## config.mk

```make
export PLATFORM = sky130hd
export DESIGN_NAME = crs_exec
export DESIGN_NICKNAME = d
export VERILOG_FILES = /design/src/common/crs_pkg.sv /design/src/design/crs_stack.sv /design/src/design/crs_exec.sv
export SDC_FILE = /design/constraint.sdc
export NUM_CORES = 2
export LEC_CHECK = 0
export CAP_MARGIN = 20
export CORE_MARGIN = 2
export CORE_UTILIZATION = 53
export CTS_BUF_LIST = sky130_fd_sc_hd__clkbuf_4
export DETAILED_ROUTE_END_ITERATION = 7
export DONT_BUFFER_PORTS = 1
export GPL_ROUTABILITY_DRIVEN = 0
export PLACE_DENSITY = 0.77
export REMOVE_ABC_BUFFERS = 1
export SETUP_SLACK_MARGIN = 0.05
export SYNTH_ARGS = -nofsm -noshare
export SYNTH_HDL_FRONTEND = slang
export SYNTH_SLANG_ARGS = --single-unit
```

## constraint.sdc

```tcl
create_clock -name sys_clk -period 8.96 [get_ports sys_clk]
set_input_delay 0.896 -clock sys_clk [delete_from_list [all_inputs] [get_ports sys_clk]]
set_output_delay 0.896 -clock sys_clk [all_outputs]
set_load 0.005 [all_outputs]
```

## src/common/crs_pkg.sv

```systemverilog
// constants, op codes and register map of the call/return execution block
// assumes a core with a byte-addressed program counter and a four-phase cycle
`default_nettype none
package crs_pkg;
  // widths of the core state this block owns
  localparam int PC_W  = 21;
  localparam int ACC_W = 8;
  localparam int FLG_W = 5;
  localparam int BSR_W = 4;
  localparam int HL_W  = 8;
  localparam int UL_W  = 5;
  localparam int IR_W  = 16;
  localparam int OFF_W = 11;
  localparam int STACK_DEPTH = 31;

  // op code patterns
  localparam logic [IR_W-1:0] OPC_PUSH   = 16'h0005;
  localparam logic [IR_W-1:0] OPC_POP    = 16'h0006;
  localparam logic [IR_W-1:0] OPC_RESET  = 16'h00FF;
  localparam logic [14:0]     OPC_RETIRQ = 15'h0008;
  localparam logic [7:0]      OPC_RETLIT = 8'h0C;
  localparam logic [4:0]      OPC_RELATIVE_SUBROUTINE_CALL  = 5'h1B;

  // program counter step per single-word instruction
  localparam logic [PC_W-1:0] PC_STEP = 21'h0_0002;

  // master clear values
  localparam logic [PC_W-1:0]  PC_RST  = 21'h0_0000;
  localparam logic [ACC_W-1:0] ACC_RST = 8'h00;
  localparam logic [FLG_W-1:0] FLG_RST = 5'h00;
  localparam logic [BSR_W-1:0] BSR_RST = 4'h0;
  localparam logic [HL_W-1:0]  HL_RST  = 8'h00;
  localparam logic [UL_W-1:0]  UL_RST  = 5'h00;
  localparam logic             IRQ_RST = 1'b0;
  localparam logic             RUN_RST = 1'b1;

  // apb register byte offsets
  localparam int ADDR_W = 12;
  localparam logic [ADDR_W-1:0] REG_CTRL  = 12'h000;
  localparam logic [ADDR_W-1:0] REG_PC    = 12'h004;
  localparam logic [ADDR_W-1:0] REG_TOP   = 12'h008;
  localparam logic [ADDR_W-1:0] REG_CORE  = 12'h00C;
  localparam logic [ADDR_W-1:0] REG_LATCH = 12'h010;

  // field positions
  localparam int CTRL_RUN_LSB = 0;
  localparam int CORE_ACC_LSB = 0;
  localparam int CORE_FLG_LSB = 8;
  localparam int CORE_BSR_LSB = 16;
  localparam int CORE_LO_LSB  = 24;
  localparam int CORE_HI_LSB  = 25;
  localparam int LAT_HL_LSB   = 8;
  localparam int LAT_UL_LSB   = 16;

  typedef enum logic [1:0] {CRS_Q1, CRS_Q2, CRS_Q3, CRS_Q4} crs_qphase_t;
  typedef enum logic [2:0] {
    CRS_OP_OTHER, CRS_OP_PUSH, CRS_OP_POP, CRS_OP_RELATIVE_SUBROUTINE_CALL,
    CRS_OP_RESET, CRS_OP_RETIRQ, CRS_OP_RETLIT
  } crs_op_t;
endpackage
`default_nettype wire

```

## src/design/crs_stack.sv

```systemverilog
// return stack storage as a shift register, entry 0 is the top
// assumes push and pop are never asserted together
`default_nettype none
module crs_stack
  import crs_pkg::*;
#(
  parameter int DEPTH = STACK_DEPTH,
  parameter int W     = PC_W
) (
  input  wire logic         sys_clk,
  input  wire logic         rst_b,
  input  wire logic         clear,
  input  wire logic         push,
  input  wire logic         pop,
  input  wire logic [W-1:0] push_data,
  output logic      [W-1:0] top,
  output logic      [W-1:0] second
);
  logic [W-1:0] entry [DEPTH];

  assign top    = entry[0];
  assign second = entry[1];

  // top entry
  always_ff @(posedge sys_clk or negedge rst_b)
  begin
    if (!rst_b)
      entry[0] <= '0;
    else if (clear)
      entry[0] <= '0;
    else if (push)
      entry[0] <= push_data;
    else if (pop)
      entry[0] <= entry[1];
  end

  // lower entries shift with push and pop
  for (genvar i = 1; i < DEPTH; i++)
  begin : g_lvl
    always_ff @(posedge sys_clk or negedge rst_b)
    begin
      if (!rst_b)
        entry[i] <= '0;
      else if (clear)
        entry[i] <= '0;
      else if (push)
        entry[i] <= entry[i-1];
      else if (pop)
        entry[i] <= (i == DEPTH - 1) ? '0 : entry[(i == DEPTH - 1) ? i : i + 1];
    end
  end
endmodule
`default_nettype wire

```

## src/design/crs_exec.sv

```systemverilog
// execution of stack save/discard, relative call, soft reset and returns
// assumes instruction words arrive synchronous to sys_clk, taken in phase one
// Operation
// - save op pushes pc plus 2 in one cycle, old top moves down
// - relative call carries an 11-bit signed word offset, -1024 to 1023
// - relative call pushes pc plus 2 before the pc changes
// - relative call loads pc plus 2 plus twice offset; second cycle idle
// - soft reset op restores master clear values except run, starting in phase two
// - interrupt return pops the stack into pc in phase four; two cycles
// - interrupt return sets the high or low priority interrupt enable
// - interrupt return with s set copies the three shadows back
// - interrupt return with s clear leaves accumulator, flags, bank alone
// - literal return writes its 8-bit literal to accumulator in phase four
// - literal return pops stack into pc; second cycle idle
// - returns leave both pc latch registers unchanged
// - discard op drops the stack top, the entry below becomes top
//
// The address map and the APB register port were left to the implementer.
`default_nettype none
module crs_exec
  import crs_pkg::*;
#(
  parameter int DEPTH = STACK_DEPTH
) (
  input  wire logic              sys_clk,
  input  wire logic              rst_b,
  input  wire logic [ADDR_W-1:0] paddr,
  input  wire logic              psel,
  input  wire logic              penable,
  input  wire logic              pwrite,
  input  wire logic [31:0]       pwdata,
  output logic      [31:0]       prdata,
  output logic                   pready,
  output logic                   pslverr,
  input  wire logic              instr_valid,
  input  wire logic [IR_W-1:0]   instr_word,
  input  wire logic              irq_from_high,
  input  wire logic [ACC_W-1:0]  accum_shadow,
  input  wire logic [FLG_W-1:0]  flags_shadow,
  input  wire logic [BSR_W-1:0]  bank_select_shadow,
  output logic                   instr_ready,
  output logic                   soft_reset,
  output logic      [PC_W-1:0]   pc,
  output logic      [PC_W-1:0]   stack_top,
  output logic      [ACC_W-1:0]  accum,
  output logic      [FLG_W-1:0]  status_flags,
  output logic      [BSR_W-1:0]  bank_select_reg,
  output logic                   high_prio_irq_enable,
  output logic                   low_prio_irq_enable,
  output logic      [HL_W-1:0]   pc_high_latch,
  output logic      [UL_W-1:0]   pc_upper_latch
);
  crs_qphase_t     qphase;
  crs_op_t         op;
  logic [IR_W-1:0] ir;
  logic            exec;
  logic            nop_cycle;
  logic            run;
  logic [PC_W-1:0] stack_next;
  logic [PC_W-1:0] rel_off;
  logic [31:0]     rdata_mux;
  logic            take;
  logic            at_q2;
  logic            at_q3;
  logic            at_q4;
  logic            rst_evt;
  logic            push;
  logic            pop;
  logic            wr_en;
  logic            core_wr;
  logic            lat_wr;

  function automatic crs_op_t decode(input logic [IR_W-1:0] w);
    if (w == OPC_PUSH)
      return CRS_OP_PUSH;
    else if (w == OPC_POP)
      return CRS_OP_POP;
    else if (w == OPC_RESET)
      return CRS_OP_RESET;
    else if (w[IR_W-1:1] == OPC_RETIRQ)
      return CRS_OP_RETIRQ;
    else if (w[IR_W-1:8] == OPC_RETLIT)
      return CRS_OP_RETLIT;
    else if (w[IR_W-1:OFF_W] == OPC_RELATIVE_SUBROUTINE_CALL)
      return CRS_OP_RELATIVE_SUBROUTINE_CALL;
    else
      return CRS_OP_OTHER;
  endfunction

  function automatic logic is_two(input crs_op_t o);
    return (o == CRS_OP_RELATIVE_SUBROUTINE_CALL) || (o == CRS_OP_RETIRQ) || (o == CRS_OP_RETLIT);
  endfunction

  function automatic logic reg_hit(input logic [ADDR_W-1:0] a);
    return (a == REG_CTRL) || (a == REG_PC) || (a == REG_TOP) ||
           (a == REG_CORE) || (a == REG_LATCH);
  endfunction

  assign take    = (qphase == CRS_Q1) && instr_ready && instr_valid;
  assign at_q2   = exec && (qphase == CRS_Q2);
  assign at_q3   = exec && (qphase == CRS_Q3);
  assign at_q4   = exec && (qphase == CRS_Q4);
  assign rst_evt = at_q2 && (op == CRS_OP_RESET);
  assign push    = at_q2 && ((op == CRS_OP_PUSH) || (op == CRS_OP_RELATIVE_SUBROUTINE_CALL));
  assign pop     = (at_q3 && (op == CRS_OP_POP)) ||
                   (at_q4 && ((op == CRS_OP_RETIRQ) || (op == CRS_OP_RETLIT)));
  assign rel_off = {{(PC_W-OFF_W-1){ir[OFF_W-1]}}, ir[OFF_W-1:0], 1'b0};
  assign wr_en   = psel && penable && pready && pwrite && reg_hit(paddr);
  assign core_wr = wr_en && (paddr == REG_CORE) && !exec;
  assign lat_wr  = wr_en && (paddr == REG_LATCH) && !exec;

  crs_stack #(
    .DEPTH (DEPTH),
    .W     (PC_W)
  ) u_stack (
    .sys_clk   (sys_clk),
    .rst_b     (rst_b),
    .clear     (rst_evt),
    .push      (push),
    .pop       (pop),
    .push_data (pc + PC_STEP),
    .top       (stack_top),
    .second    (stack_next)
  );

  // four sub-phases per instruction cycle
  always_ff @(posedge sys_clk or negedge rst_b)
  begin
    if (!rst_b)
      qphase <= CRS_Q1;
    else
    begin
      case (qphase)
        CRS_Q1:  qphase <= CRS_Q2;
        CRS_Q2:  qphase <= CRS_Q3;
        CRS_Q3:  qphase <= CRS_Q4;
        default: qphase <= CRS_Q1;
      endcase
    end
  end

  // instruction capture and cycle sequencing
  always_ff @(posedge sys_clk or negedge rst_b)
  begin
    if (!rst_b)
    begin
      ir   <= '0;
      op   <= CRS_OP_OTHER;
      exec <= 1'b0;
    end
    else if (take)
    begin
      ir   <= instr_word;
      op   <= decode(instr_word);
      exec <= 1'b1;
    end
    else if (rst_evt || at_q4)
      exec <= 1'b0;
  end

  always_ff @(posedge sys_clk or negedge rst_b)
  begin
    if (!rst_b)
      nop_cycle <= 1'b0;
    else if (qphase == CRS_Q4)
      nop_cycle <= at_q4 && is_two(op);
  end

  always_ff @(posedge sys_clk or negedge rst_b)
  begin
    if (!rst_b)
      instr_ready <= 1'b0;
    else if (qphase == CRS_Q4)
      instr_ready <= run && !(at_q4 && is_two(op));
    else
      instr_ready <= 1'b0;
  end

  always_ff @(posedge sys_clk or negedge rst_b)
  begin
    if (!rst_b)
      soft_reset <= 1'b0;
    else
      soft_reset <= rst_evt;
  end

  // program counter update in phase four, soft reset clears it in phase two
  always_ff @(posedge sys_clk or negedge rst_b)
  begin
    if (!rst_b)
      pc <= PC_RST;
    else if (rst_evt)
      pc <= PC_RST;
    else if (at_q4)
    begin
      case (op)
        CRS_OP_RELATIVE_SUBROUTINE_CALL:  pc <= pc + PC_STEP + rel_off;
        CRS_OP_RETIRQ: pc <= stack_top;
        CRS_OP_RETLIT: pc <= stack_top;
        default:       pc <= pc + PC_STEP;
      endcase
    end
  end

  // accumulator, flags and bank select
  always_ff @(posedge sys_clk or negedge rst_b)
  begin
    if (!rst_b)
    begin
      accum           <= ACC_RST;
      status_flags    <= FLG_RST;
      bank_select_reg <= BSR_RST;
    end
    else if (rst_evt)
    begin
      accum           <= ACC_RST;
      status_flags    <= FLG_RST;
      bank_select_reg <= BSR_RST;
    end
    else if (at_q4 && (op == CRS_OP_RETIRQ) && ir[0])
    begin
      accum           <= accum_shadow;
      status_flags    <= flags_shadow;
      bank_select_reg <= bank_select_shadow;
    end
    else if (at_q4 && (op == CRS_OP_RETLIT))
      accum <= ir[ACC_W-1:0];
    else if (core_wr)
    begin
      accum           <= pwdata[CORE_ACC_LSB +: ACC_W];
      status_flags    <= pwdata[CORE_FLG_LSB +: FLG_W];
      bank_select_reg <= pwdata[CORE_BSR_LSB +: BSR_W];
    end
  end

  // interrupt enables, set by return wins over software
  always_ff @(posedge sys_clk or negedge rst_b)
  begin
    if (!rst_b)
    begin
      high_prio_irq_enable <= IRQ_RST;
      low_prio_irq_enable  <= IRQ_RST;
    end
    else if (rst_evt)
    begin
      high_prio_irq_enable <= IRQ_RST;
      low_prio_irq_enable  <= IRQ_RST;
    end
    else if (at_q4 && (op == CRS_OP_RETIRQ))
    begin
      if (irq_from_high)
        high_prio_irq_enable <= 1'b1;
      else
        low_prio_irq_enable <= 1'b1;
    end
    else if (core_wr)
    begin
      high_prio_irq_enable <= pwdata[CORE_HI_LSB];
      low_prio_irq_enable  <= pwdata[CORE_LO_LSB];
    end
  end

  // latches written only by software or reset
  always_ff @(posedge sys_clk or negedge rst_b)
  begin
    if (!rst_b)
    begin
      pc_high_latch  <= HL_RST;
      pc_upper_latch <= UL_RST;
    end
    else if (rst_evt)
    begin
      pc_high_latch  <= HL_RST;
      pc_upper_latch <= UL_RST;
    end
    else if (lat_wr)
    begin
      pc_high_latch  <= pwdata[LAT_HL_LSB +: HL_W];
      pc_upper_latch <= pwdata[LAT_UL_LSB +: UL_W];
    end
  end

  // run control gates instruction intake
  always_ff @(posedge sys_clk or negedge rst_b)
  begin
    if (!rst_b)
      run <= RUN_RST;
    else if (wr_en && (paddr == REG_CTRL))
      run <= pwdata[CTRL_RUN_LSB];
  end

  // apb read data select
  always_comb
  begin
    rdata_mux = '0;
    case (paddr)
      REG_CTRL:  rdata_mux[CTRL_RUN_LSB] = run;
      REG_PC:    rdata_mux[PC_W-1:0] = pc;
      REG_TOP:   rdata_mux[PC_W-1:0] = stack_top;
      REG_CORE:
      begin
        rdata_mux[CORE_ACC_LSB +: ACC_W] = accum;
        rdata_mux[CORE_FLG_LSB +: FLG_W] = status_flags;
        rdata_mux[CORE_BSR_LSB +: BSR_W] = bank_select_reg;
        rdata_mux[CORE_LO_LSB]           = low_prio_irq_enable;
        rdata_mux[CORE_HI_LSB]           = high_prio_irq_enable;
      end
      REG_LATCH:
      begin
        rdata_mux[LAT_HL_LSB +: HL_W] = pc_high_latch;
        rdata_mux[LAT_UL_LSB +: UL_W] = pc_upper_latch;
      end
      default:   rdata_mux = '0;
    endcase
  end

  // apb slave, one wait-free access phase
  always_ff @(posedge sys_clk or negedge rst_b)
  begin
    if (!rst_b)
    begin
      pready  <= 1'b0;
      pslverr <= 1'b0;
      prdata  <= '0;
    end
    else if (psel && !penable)
    begin
      pready  <= 1'b1;
      pslverr <= !reg_hit(paddr);
      prdata  <= rdata_mux;
    end
    else
    begin
      pready  <= 1'b0;
      pslverr <= 1'b0;
    end
  end
endmodule
`default_nettype wire

```

* Word level (Yosys, flattened, before mapping) *
Cells that the tools add are included.

operators by class
  reductions and logical operators = 51
  mux-type cells = 139
  add/subtract/negate cells = 2
  equality and inequality tests = 22

operators with widths
  kind                                                                    number
  21-bit two-way mux                                                      95
  8-bit two-way mux                                                       6
  21-bit one-hot mux with 2 select lines                                  1
  16-bit by 3-bit equality test with 1-bit output, second input constant  2
  5-bit two-way mux                                                       6
  12-bit by 4-bit equality test with 1-bit output, second input constant  2
  1-bit logical AND                                                       24
  21-bit by 2-bit adder with 21-bit output, second input constant         1
  21-bit adder                                                            1
  7-bit one-hot mux with 3 select lines                                   1
  5-bit one-hot mux with 4 select lines                                   1
  16-bit by 8-bit equality test with 1-bit output, second input constant  1
  4-bit two-way mux                                                       4
  4-bit one-hot mux with 4 select lines                                   1
  15-bit by 4-bit equality test with 1-bit output, second input constant  1
  3-bit two-way mux                                                       5
  1-bit two-way mux                                                       13
  12-bit by 3-bit equality test with 1-bit output, second input constant  1
  12-bit by 5-bit equality test with 1-bit output, second input constant  1
  12-bit zero test                                                        1
  1-bit logical OR                                                        10
  3-bit equality test, second input constant                              3
  3-bit inequality test, second input constant                            3
  3-bit one-hot mux with 3 select lines                                   1
  other kinds (17)                                                        29

word-level totals
  word-level logic and storage cells = 263
  register bits = 749
  output and inout port bits = 110
  input bits = 84

* Logic depth before layout (Yosys ltp) *
  word-level depth = 12
  gate-level depth with buffers = 13

* By module *
From an unflattened synthesis, not the netlist that was laid out.

unflattened totals
  cells, all modules = 3677
  area total of the unflattened synthesis = 40402.5 um2

by module, submodules not included
  module     cells an instance  instances  sequential area each (um2)  area an instance (um2)
  crs_stack  2936               1          16290.6                     33739.9
  crs_exec   741                1          2453.6                      6662.6

* Worst setup path before layout *
Ideal clock, no wire load.

  path type = register to register
  start point = reg pc[1]
  end point = reg pc[20]
  data required time = 8826 ps
  cell stages (with the launch flop) = 14
  period minus slack after synthesis = 2972 ps
  path slack = 5988 ps
  setup time = 134 ps
  buffers on the path = 0
  arrival time = 2838 ps
  cells stage by stage = dfrtp_1 -> ha_1 -> nand4_2 -> nor2_1 -> and4_1 -> xor2_1 -> ha_1 -> and2_1 -> nand3_1 -> a21oi_1 -> o311ai_0 -> a21oi_1 -> xnor2_1 -> o211ai_1

between the ends
  longest elaborated chain between the ends = 5

RTL lines
  element                                       line                              source
  from (decl)                                   crs_exec.sv:43                    output logic [PC_W-1:0] pc,
  from (signal assigned)                        crs_exec.sv:197                   CRS_OP_RELATIVE_SUBROUTINE_CALL: pc <= pc + PC_STEP + rel_off;
  from (signal assigned)                        crs_exec.sv:198                   CRS_OP_RETIRQ: pc <= stack_top;
  from (signal assigned)                        crs_exec.sv:199                   CRS_OP_RETLIT: pc <= stack_top;
  21-bit by 2-bit adder with 21-bit output (*)  crs_exec.sv:197, crs_exec.sv:200
  21-bit adder                                  crs_exec.sv:197
  21-bit one-hot mux with 2 select lines (*)    crs_exec.sv:196                   case (op)
  21-bit two-way mux (*)                        crs_exec.sv:194                   else if (at_q4)
  21-bit two-way mux (*)                        crs_exec.sv:192                   else if (rst_evt)

Mark *: on every way between the ends. The rest lies on a longest branch, timed or not. The select of a mux whose other input is x is not followed.
A chain may end at the register's enable or synchronous reset.

* Worst setup path in the final report *
  start point = reg pc[2]
  end point = reg pc[20]

Same word-level chain as after synthesis.

==> metrics <==
status finished, violations left; failing checks hold timing, slew limit; Slew @ Worst Pin 2.10 ns; Top Registers u_stack.entry (609), prdata (23); clk_skew 0.0586 ns; via count around 27k; Avg Vias per Cell 5.91; Clock H-tree levels 4; HPWL Detailed 49400 um; share of cells above drive strength 1 between 10% and 20%; Seq/Total Area, Yosys 49.5%; gr usage total roughly 22%; slew margin rel. -39.8%; setup TNS 0 ns; post-CTS sizing 0; Clock Root Buffer clkbuf_4; Design Power between 6 and 7 mW; most numerous cell in the Yosys netlist dfrtp_1; Netlist cell types 76; final hold slack -0.284 ns; clk sinks between 700 and 800; vias in the first global route 25.6k; area of the multi-input gates 17300 um^2; Nets 3611; endpoints failing setup 0; Hold WC Path Type primary input to asynchronous set/reset pin; worst-path maximum fanout 6; Seq cells post-synth ~750; cell leakage power 17.1 nW; Initial DRC Count 2964; Chip Width between 200 and 300 um; DR pass1 iterations 7; top cell type's share of synthesized area 49.5%; Clock Latency Late Sink 1.01 ns; area grow syn2layout 6.58%; global route total overflow 0; critical path, cell by cell ha_1 -> nand4_2 -> nor2_1 -> and4_1 -> xor2_1 -> ha_1 -> and2_1 -> nand3_1 -> a21oi_1 -> o311ai_0 -> a21oi_1 -> xnor2_1 -> o211ai_1; Max Cap Viol 0; Most flops, register u_stack.entry; clk slew on worst S/H paths approximately 0.06 ns; Top FF cell, synth dfrtp_1; Mapped Area 37800 um^2; Post-synth EDFFs 0; Cell Pwr Density roughly 160 nW/um^2; input/output buffers 0; routed len/inst 18.0 um; final core occ 57.3%; DIE AREA 73600 um^2; Slew Viols, Final 686; Filler cells just under 6k; Synth area leaders dfrtp_1 49%, mux2i_1 17%, o31ai_1 12%; Largest register FFs 609; final wirelength ~82000 um; critical path's largest stage delay 0.55 ns; largest net degree at the start of global routing 750; Setup crit start kind flip-flop; crit path DAT about 5 ns; TritonCTS clock tree yes; critical path capture point type flip-flop; Placement Setup Slack roughly 5 ns; R2R Setup Slk 5.02 ns; synth warn 0; IO Pins roughly 190; RSZ-0062 raised after global routing no; Post-DRT Antenna Nets 0; final hold viol count 255; initial antenna violation count 11; crit path max-delay cell type o311ai_0; register area about 19000 um^2; core area 70400 um^2; Top delay family on crit path simple AND/OR/NAND/NOR gates; Tmin final 3.94 ns; WP buf/inv 0; worst path required time between 9 and 10 ns; Period Utilization, post-route a little over two fifths; Final Non-Filler Cells 4578; die height 271 um; postcts setup bufs 0; crit path kind flip-flop to flip-flop; clock buffer depth 3; Commonest cells post-synth 748 x dfrtp_1, 743 x nand2_1, 629 x mux2i_1, 615 x o31ai_1, 180 x buf_2; Async SR Flop Fraction 100%; DRC viols 0; site row count just under 100; Placed Cells 4215; initial core utilization 53.8%; setup ws final between 5 and 6 ns; area leader, netlist dfrtp_1; Mapped Avg Cell Area 10.5 um^2; CTS buffer count 191; Post-Synthesis Cells ~3.6k; first-pass GRT wire length between 100000 and 150000 um; Max IR drop VDD 0.112 mV; post-cts hold buffer count 31; f_max 254 MHz
## metrics by stage
| step | hold WS (ns) | instance area, um^2 |
|---|---|---|
| floorplan | 0.463 | 36100 |
| global placement | 0.479 | 37600 |
| detailed placement | 0.487 | 37600 |
| CTS | -0.457 | 40300 |
| global route | -0.419 | 40300 |
| finish | -0.284 | 40300 |
## routing by layer
metal  routed length [um]  global-route usage [%]  up-vias  share of wire (%)
li1                     -                       -    13000                  -
met1                36700                    30.3    13100                 45
met2                37800                    33.8      753                 46
met3                 6220                    6.52      148                7.6
met4                 1650                    7.40        8                2.0
met5                   52                       0        -              0.063
## worst paths after layout
path,startpoint,end,cells after the start
worst max-delay path,pc[2],pc[20],13
worst min-delay path,rst_b,soft_reset,0
worst max register to register,pc[2],pc[20],13
worst min register to register,prdata[24],prdata[24],2
max in group asynchronous,rst_b,prdata[10],0
min in group sys_clk,flags_shadow[4],status_flags[4],2
## cell usage in the layout, fill, tap and decap left out, types with 17 or more instances in the layout
| master | netlist | final |
|---|---|---|
| a22o_1 | 33 | 33 |
| xor2_1 | 18 | 18 |
| o31ai_1 | 615 | 615 |
| xnor2_1 | 19 | 19 |
| a22oi_1 | 17 | 17 |
| dlygate4sd3_1 | 0 | 31 |
| nand2_1 | 743 | 743 |
| nand3_1 | 18 | 18 |
| a21oi_1 | 29 | 29 |
| buf_4 | 34 | 19 |
| o21ai_0 | 76 | 75 |
| mux2i_1 | 629 | 629 |
| ha_1 | 26 | 26 |
| dfrtp_1 | 748 | 748 |
| clkbuf_4 | 0 | 291 |
| nor2_1 | 59 | 59 |
| clkinv_1 | 0 | 21 |
## logic make-up after synthesis
family	Yosys count	share of synthesized area [%]
other cells	1	0.00991
simple gates	892	9.58
mux	649	17.3
fa+ha+maj	27	0.912
buf+inv	371	4.92
flops	749	49.5
compound gates	870	16.9
xor+xnor	37	0.856
## where the power goes
group	internal [mW]	switching [mW]	total [mW]	leakage, nW
clock	1.57	1.34	2.92	1.44
combinational	0.0136	0.0119	0.0255	5.24
sequential	3.38	0.000835	3.38	10.4
## final cells by class
class / instances / share of cell area [%]
Multi-Input combinational cell: 2484 / 42.9
Clock inverter: 30 / 0.571
Antenna cell: 10 / 0.0620
Tap cell: 940 / 2.92
Sequential cell: 749 / 46.5
Clock buffer: 291 / 5.42
Inverter: 16 / 0.167
Timing Repair Buffer: 58 / 1.54
No activity file was read; power rests on OpenSTA's default activity.
